**src/hw/sld_defs.vh**
```
`ifndef SLD_DEFS_VH
`define SLD_DEFS_VH

// ****************************************
// Geometry
// ****************************************
`define SLD_NUM_SEG 40
`define SLD_NUM_COM 4
`define SLD_LAST_IDX 6'h27
`define SLD_PTR_RST 6'h00

// ****************************************
// Pointer field positions
// ****************************************
`define SLD_PTR_LO_MSB 3
`define SLD_PTR_LO_LSB 0
`define SLD_PTR_HI_MSB 5
`define SLD_PTR_HI_LSB 4

// ****************************************
// Divider select codes and reset value
// ****************************************
`define SLD_DIV_64 2'h0
`define SLD_DIV_128 2'h1
`define SLD_DIV_256 2'h2
`define SLD_DIV_512 2'h3
`define SLD_DIV_RST 2'h0

// ****************************************
// Half periods of the alternating clock less one, in source ticks
// ****************************************
`define SLD_HALF_64 8'h1f
`define SLD_HALF_128 8'h3f
`define SLD_HALF_256 8'h7f
`define SLD_HALF_512 8'hff

// ****************************************
// Drive level codes, 1/3 bias steps
// ****************************************
`define SLD_LVL_V0 2'h0
`define SLD_LVL_V1 2'h1
`define SLD_LVL_V2 2'h2
`define SLD_LVL_V3 2'h3

`endif

```
**src/hw/sld_segment_lcd_driver.v**
```verilog
`timescale 1ns/10ps
`include "sld_defs.vh"

module sld_segment_lcd_driver (
    input wire core_clk,
    input wire rst,
    input wire sourceClock32k,
    input wire [3:0] instrData,
    input wire pointerLowWr,
    input wire pointerHighWr,
    input wire nibbleWr,
    input wire nibbleRd,
    input wire displayOnInstr,
    input wire displayOffInstr,
    input wire divSelWr,
    output wire [3:0] rdData,
    output wire rdValid,
    output wire [79:0] segmentLevel,
    output wire [7:0] commonLevel,
    output wire displayActive
);

    // ****************************************
    // Display states, one-hot
    // ****************************************
    localparam [1:0] ST_OFF = 2'h1;
    localparam [1:0] ST_ON = 2'h2;

    // ****************************************
    // Level mapping
    // ****************************************
    // Common level; a segment uses the bitwise inverse
    function [1:0] comLevel;
        input sel;
        input ph;
        begin
            if (sel) begin
                comLevel = ph ? `SLD_LVL_V0 : `SLD_LVL_V3;
            end else begin
                comLevel = ph ? `SLD_LVL_V2 : `SLD_LVL_V1;
            end
        end
    endfunction

    // ****************************************
    // Divider lookup
    // ****************************************
    function [7:0] halfTicks;
        input [1:0] sel;
        begin
            case (sel)
                `SLD_DIV_64: halfTicks = `SLD_HALF_64;
                `SLD_DIV_128: halfTicks = `SLD_HALF_128;
                `SLD_DIV_256: halfTicks = `SLD_HALF_256;
                default: halfTicks = `SLD_HALF_512;
            endcase
        end
    endfunction

    // ****************************************
    // State
    // ****************************************
    // nibble storage
    reg [3:0] dispMem [0:`SLD_NUM_SEG-1];
    reg [5:0] dispPtr_reg;
    reg [1:0] divSel_reg;
    reg [1:0] state_reg;
    reg [3:0] rdData_reg;
    reg rdValid_reg;
    reg srcPrev_reg;
    reg [7:0] tickCnt_reg;
    reg phase_reg;
    reg [1:0] comIdx_reg;
    reg [79:0] segLevel_reg;
    reg [7:0] comLevel_reg;
    reg [79:0] segLevel_next;
    reg [7:0] comLevel_next;
    reg [1:0] state_next;
    reg [5:0] dispPtr_next;
    reg [1:0] divSel_next;
    reg [7:0] tickCnt_next;
    reg phase_next;
    reg [1:0] comIdx_next;
    wire ptrOk;
    wire srcEdge;
    wire isOn;
    wire halfEnd;
    integer i;
    integer k;

    // ****************************************
    // Source edge and status decode
    // ****************************************
    assign ptrOk = (dispPtr_reg <= `SLD_LAST_IDX);
    assign srcEdge = sourceClock32k & ~srcPrev_reg;
    assign isOn = (state_reg == ST_ON);
    assign halfEnd = (tickCnt_reg >= halfTicks(divSel_reg));

    // ****************************************
    // Pointer and divider field
    // ****************************************
    always @* begin
        dispPtr_next = dispPtr_reg;
        divSel_next = divSel_reg;
        if (pointerLowWr) begin
            dispPtr_next[`SLD_PTR_LO_MSB:`SLD_PTR_LO_LSB] = instrData;
        end
        if (pointerHighWr) begin
            dispPtr_next[`SLD_PTR_HI_MSB:`SLD_PTR_HI_LSB] = instrData[1:0];
        end
        if (divSelWr) begin
            divSel_next = instrData[1:0];
        end
    end

    // ****************************************
    // Pointer and divider registers
    // ****************************************
    always @(posedge core_clk) begin
        if (rst) begin
            dispPtr_reg <= `SLD_PTR_RST;
            divSel_reg <= `SLD_DIV_RST;
        end else begin
            dispPtr_reg <= dispPtr_next;
            divSel_reg <= divSel_next;
        end
    end

    // ****************************************
    // Display memory access
    // ****************************************
    always @(posedge core_clk) begin
        if (rst) begin
            for (i = 0; i < `SLD_NUM_SEG; i = i + 1) begin
                dispMem[i] <= 4'h0;
            end
            rdData_reg <= 4'h0;
            rdValid_reg <= 1'b0;
        end else begin
            if (nibbleWr && ptrOk) begin
                dispMem[dispPtr_reg] <= instrData;
            end
            rdValid_reg <= nibbleRd;
            if (nibbleRd) begin
                rdData_reg <= ptrOk ? dispMem[dispPtr_reg] : 4'h0;
            end
        end
    end

    // ****************************************
    // Display on/off
    // ****************************************
    always @* begin
        state_next = state_reg;
        case (state_reg)
            ST_OFF: begin
                if (displayOnInstr && !displayOffInstr) begin
                    state_next = ST_ON;
                end
            end
            ST_ON: begin
                if (displayOffInstr) begin
                    state_next = ST_OFF;
                end
            end
            default: state_next = ST_OFF;
        endcase
    end

    // ****************************************
    // Display state register
    // ****************************************
    always @(posedge core_clk) begin
        if (rst) begin
            state_reg <= ST_OFF;
        end else begin
            state_reg <= state_next;
        end
    end

    // ****************************************
    // Alternating clock and common scan
    // ****************************************
    always @* begin
        tickCnt_next = tickCnt_reg;
        phase_next = phase_reg;
        comIdx_next = comIdx_reg;
        if (!isOn) begin
            tickCnt_next = 8'h00;
            phase_next = 1'b0;
            comIdx_next = 2'h0;
        end else if (srcEdge) begin
            if (halfEnd) begin
                tickCnt_next = 8'h00;
                phase_next = ~phase_reg;
                if (phase_reg) begin
                    comIdx_next = comIdx_reg + 2'h1;
                end
            end else begin
                tickCnt_next = tickCnt_reg + 8'h01;
            end
        end
    end

    // ****************************************
    // Scan registers
    // ****************************************
    always @(posedge core_clk) begin
        if (rst) begin
            srcPrev_reg <= 1'b0;
            tickCnt_reg <= 8'h00;
            phase_reg <= 1'b0;
            comIdx_reg <= 2'h0;
        end else begin
            srcPrev_reg <= sourceClock32k;
            tickCnt_reg <= tickCnt_next;
            phase_reg <= phase_next;
            comIdx_reg <= comIdx_next;
        end
    end

    // ****************************************
    // Waveform levels
    // ****************************************
    always @* begin
        segLevel_next = 80'h0000_0000_0000_0000_0000;
        comLevel_next = 8'h00;
        if (isOn) begin
            // one common selected at a time
            for (k = 0; k < `SLD_NUM_COM; k = k + 1) begin
                comLevel_next[2*k +: 2] = comLevel(comIdx_reg == k[1:0], phase_reg);
            end
            for (k = 0; k < `SLD_NUM_SEG; k = k + 1) begin
                segLevel_next[2*k +: 2] = ~comLevel(dispMem[k][comIdx_reg], phase_reg);
            end
        end
    end

    // ****************************************
    // Level registers
    // ****************************************
    always @(posedge core_clk) begin
        if (rst) begin
            segLevel_reg <= 80'h0000_0000_0000_0000_0000;
            comLevel_reg <= 8'h00;
        end else begin
            segLevel_reg <= segLevel_next;
            comLevel_reg <= comLevel_next;
        end
    end

    // ****************************************
    // Display active flag
    // ****************************************
    reg active_reg;
    always @(posedge core_clk) begin
        if (rst) begin
            active_reg <= 1'b0;
        end else begin
            active_reg <= isOn;
        end
    end

    // ****************************************
    // Outputs
    // ****************************************
    assign rdData = rdData_reg;
    assign rdValid = rdValid_reg;
    assign segmentLevel = segLevel_reg;
    assign commonLevel = comLevel_reg;
    assign displayActive = active_reg;

endmodule // sld_segment_lcd_driver

```
**config.mk**
```make
export PLATFORM = sky130hd
export DESIGN_NAME = sld_segment_lcd_driver
export DESIGN_NICKNAME = d
export VERILOG_FILES = /design/src/hw/sld_segment_lcd_driver.v
export VERILOG_INCLUDE_DIRS = /design/src /design/src/hw
export SDC_FILE = /design/constraint.sdc
export NUM_CORES = 1
export LEC_CHECK = 0
export ABC_AREA = 1
export BUFFER_PORTS_ARGS = -buffer_cell sky130_fd_sc_hd__clkbuf_2
export CAP_MARGIN = 40
export CORE_ASPECT_RATIO = 1.5
export CORE_MARGIN = 5
export CORE_UTILIZATION = 60
export DETAILED_ROUTE_END_ITERATION = 7
export GPL_TIMING_DRIVEN = 0
export MAX_ROUTING_LAYER = met4
export PLACE_DENSITY = 0.89
export RECOVER_POWER = 25
export SLEW_MARGIN = 10
export SYNTH_ARGS = -nofsm -noshare
export SYNTH_HDL_FRONTEND = slang
export SYNTH_SLANG_ARGS = --single-unit
```
**constraint.sdc**
```tcl
create_clock -name core_clk -period 3.6 [get_ports core_clk]
set_input_delay 0.72 -clock core_clk [delete_from_list [all_inputs] [get_ports core_clk]]
set_output_delay 0.72 -clock core_clk [all_outputs]
set_load 0.05 [all_outputs]
```
==> out/summary.txt <==
CLOCKING
----------------------------------------------------------------------------------------------------
Level count of the clock H-tree .......................................................            2
Number of buffers inserted for hold repair after clock tree synthesis .................            0
CTS-repair resized insts ..............................................................            0
Number of clock sinks .................................................................          372
Buffer cell driving the clock tree root ............................................... sky130_fd_sc_hd__clkbuf_16
TritonCTS clock tree ..................................................................          yes
Clock insertion delay at the later pin of the skew report .............................       540 ps
Clock-pin slew reported for the worst setup and hold paths after clock tree synthesis .        70 ps
Max Root-Sink Buffers .................................................................            3
Clock buffers created by TritonCTS ....................................................           36
Buffers inserted by post-CTS timing repair ............................................            0

WORST SETUP PATH
----------------------------------------------------------------------------------------------------
Crit-path most repeated cell .......................................................... sky130_fd_sc_hd__clkbuf_1
Critical path launch point type .......................................................     register
Critical path's largest stage delay ...................................................       700 ps
Start-to-end type of the worst setup path .............................................      reg2reg
CP cell instances ..................................................................... buf_2, clkbuf_1, clkbuf_1, a21oi_1, a32oi_1, inv_1, ha_1, nor2_1
Arrival time worst endpoint ...........................................................      3530 ps
Critical path peak fanout .............................................................           10
Worst Setup End Kind ..................................................................     register
CP max-delay cell ..................................................................... sky130_fd_sc_hd__clkbuf_1
CP Buf/Inv Count ......................................................................            4
Delay-heaviest family, CP ............................................................. buffers and inverters
Req. time, crit path ..................................................................      4010 ps

GLOBAL ROUTING
----------------------------------------------------------------------------------------------------
GRT met1 Usage ........................................................................       36.19%
Top Usage Layer GRT ...................................................................         met2
Gr ovfl total .........................................................................            0
Routing usage on met3 .................................................................       6.515%
Vias in the first global route ........................................................       14,740
First-pass GRT wire length ............................................................    81,540 um
Antenna violations before repair ......................................................            0
GRT met2 Usage ........................................................................       58.20%
Overall track demand over capacity in global routing ..................................       34.37%
Maximum number of pins on one net before global-route repair ..........................           54

LOGIC SYNTHESIS
----------------------------------------------------------------------------------------------------
Synthesized instance count ............................................................        2,029
Synthesized area per cell .............................................................    8.710 um2
Number of distinct library cells after synthesis ......................................           29
Flip-flop and latch count after synthesis .............................................          372
Sequential area share after synthesis .................................................       56.64%
Cell Area, Synth ......................................................................   17,670 um2
Ys Warns ..............................................................................            0

PWR
----------------------------------------------------------------------------------------------------
Total power per unit cell area ........................................................ 462.8 nW/um2
Tot Pwr ...............................................................................     9.375 mW
Static leakage ........................................................................     9.236 nW
Largest voltage drop on the vdd net ...................................................  0.0004303 V

ROUTING
----------------------------------------------------------------------------------------------------
Detailed-route wire length ............................................................    55,280 um
Total iterations of the first detailed-routing run ....................................            5
Detail Route Antenna Nets .............................................................            0
Number of design rule violations left after detail routing ............................            0
Number of DRC violations after detailed-routing iteration 0 ...........................        1,557
Ratio of routed vias to standard cells ................................................        5.562
Via count of the routed design ........................................................       15,000
Average wire per standard cell ........................................................     20.50 um

DIE
----------------------------------------------------------------------------------------------------
Die area ..............................................................................   33,060 um2
I/O pins ..............................................................................          108
Die Height ............................................................................     220.2 um
Number of cell rows ...................................................................           77
Die width .............................................................................     150.1 um
Initial Utilization ...................................................................       60.34%
Core area .............................................................................   29,290 um2

PLACEMENT
----------------------------------------------------------------------------------------------------
Final Wtd Congestion ..................................................................        1.060
Number of buffers inserted by port buffering ..........................................          106
Post-DP HPWL ..........................................................................    40,460 um

STA
----------------------------------------------------------------------------------------------------
Max_slew headroom .....................................................................       22.89%
Hold slack final ......................................................................     410.3 ps
Max-slew violation count ..............................................................            0
Max Clock Skew ........................................................................     17.38 ps
Slew at the pin closest to its max-slew limit .........................................      1157 ps
Unrepaired setup endpoints after global routing .......................................           no
Clock period minus worst slack ........................................................      3124 ps
Top achievable clock speed ............................................................   0.3201 GHz
Number of endpoints with negative hold slack in the final report ......................            0
Portion of the clock cycle consumed by the worst path in the final layout .............       86.79%
Final setup violation count ...........................................................            0
Final TNS setup .......................................................................         0 ps

LAYOUT
----------------------------------------------------------------------------------------------------
Proportion of layout cells with a drive suffix above 1 ................................       6.907%
Layout-stage area growth over the synthesis result ....................................       14.62%
Register ranked first by flip-flop count ..............................................      dispMem
Flip-flop count of the largest register after layout ..................................          256
Layout net count ......................................................................        2,387
Filler cells ..........................................................................        2,363
Number of diodes ......................................................................            0

STATUS
----------------------------------------------------------------------------------------------------
Run status ............................................................................ complete, no violations

HOLD PATH
----------------------------------------------------------------------------------------------------
Tightest Hold Check Type ..............................................................       in2reg

JOB
----------------------------------------------------------------------------------------------------
Max-Cap Viols .........................................................................            0

cell families after synthesis:
group / share of synthesized area (%)
AO/OA/AOI/OAI: 4.290
other: 0.02122
AND/OR/NAND/NOR: 27.44
XOR/XNOR: 0.2478
buffers and inverters: 4.566
flip-flops: 56.64
adder cells (fa/ha/maj): 6.796
cells in the final DEF, fill, tap and decap left out, drive strengths merged, types with 13 or more instances in the layout:
cell type / synthesis / layout
clkbuf: 77 / 230
dfxtp: 116 / 116
nor3: 47 / 47
edfxtp: 256 / 256
clkinv: 3 / 13
nand2: 923 / 923
buf: 36 / 45
a32oi: 40 / 40
inv: 87 / 90
nor2: 250 / 250
a21oi: 55 / 55
o21ai: 19 / 19
conb: 1 / 96
ha: 96 / 96
stage by stage:
stage,worst slack (ps),instances,cell area (um2),utilization [%]
after floorplan,1035,2124,18030,-
after CTS,597.2,2697,20320,69.38
after global placement,562.9,2625,19050,65.06
after global routing,472.7,2697,20260,69.16
after detailed placement,564.6,2634,19170,65.44
final,475.5,2697,20260,69.16
per-layer routing:
metal	vias up	share of wire [%]
met3	261	9.3
met2	847	49
met1	6958	33
met5	-	0
met4	0	8.2
li1	6934	-
cell usage after synthesis:
cell,number,share of area (%)
sky130_fd_sc_hd__dfxtp_1,116,13
sky130_fd_sc_hd__o21ai_0,18,0.51
sky130_fd_sc_hd__buf_4,3,0.13
sky130_fd_sc_hd__nand4_1,1,0.035
sky130_fd_sc_hd__xor2_1,3,0.15
sky130_fd_sc_hd__inv_1,82,1.7
sky130_fd_sc_hd__nor3_1,47,1.3
sky130_fd_sc_hd__o21ai_1,1,0.028
sky130_fd_sc_hd__nor2_1,250,5.3
sky130_fd_sc_hd__xnor2_1,2,0.099
sky130_fd_sc_hd__buf_1,11,0.23
sky130_fd_sc_hd__o211ai_1,1,0.042
sky130_fd_sc_hd__nand3_1,3,0.085
sky130_fd_sc_hd__a21oi_1,55,1.6
sky130_fd_sc_hd__buf_6,1,0.064
sky130_fd_sc_hd__conb_1,1,0.021
sky130_fd_sc_hd__edfxtp_1,256,43
sky130_fd_sc_hd__buf_2,21,0.59
sky130_fd_sc_hd__a31oi_1,1,0.035
sky130_fd_sc_hd__inv_2,5,0.11
sky130_fd_sc_hd__clkinv_1,3,0.064
sky130_fd_sc_hd__ha_1,96,6.8
sky130_fd_sc_hd__a221oi_1,1,0.050
sky130_fd_sc_hd__nand3b_4,1,0.11
sky130_fd_sc_hd__clkbuf_1,77,1.6
sky130_fd_sc_hd__a32oi_1,40,2.0
sky130_fd_sc_hd__nand2_1,923,20
sky130_fd_sc_hd__nor4_4,8,0.96
sky130_fd_sc_hd__a211oi_1,2,0.085
where the power goes:
part	internal (mW)	total [mW]	leakage [nW]	switching, mW
Combinational	0.202	0.848	5.12	0.646
Clock	2.12	3.72	0.571	1.60
Sequential	4.74	4.81	3.55	0.0677
Total	7.06	9.38	9.24	2.32
area by class of cell:
class                      instances  area [um2]  area share [%]
buffer                           113       469.2           2.316
timing repair buffer             115       576.8           2.847
tap                              395       494.2           2.440
inverter                          90       340.3           1.680
clock inverter                    16       112.6          0.5559
sequential                       372       10010           49.41
multi-input combinational       1549        7213           35.61
clock buffer                      47        1041           5.139
path summary, 6_finish.rpt:
path / start / endpoint / slack, ps / cells after the start
worst min register to register: rdData[0] / rdData[0] / 470 / 2
worst max-delay path: comIdx_reg[0] / segmentLevel[51] / 480 / 8
worst min-delay path: pointerHighWr / dispPtr_reg[5] / 410 / 2
worst max register to register: comIdx_reg[0] / segmentLevel[51] / 480 / 8
Power figures use the tool's default switching activity.
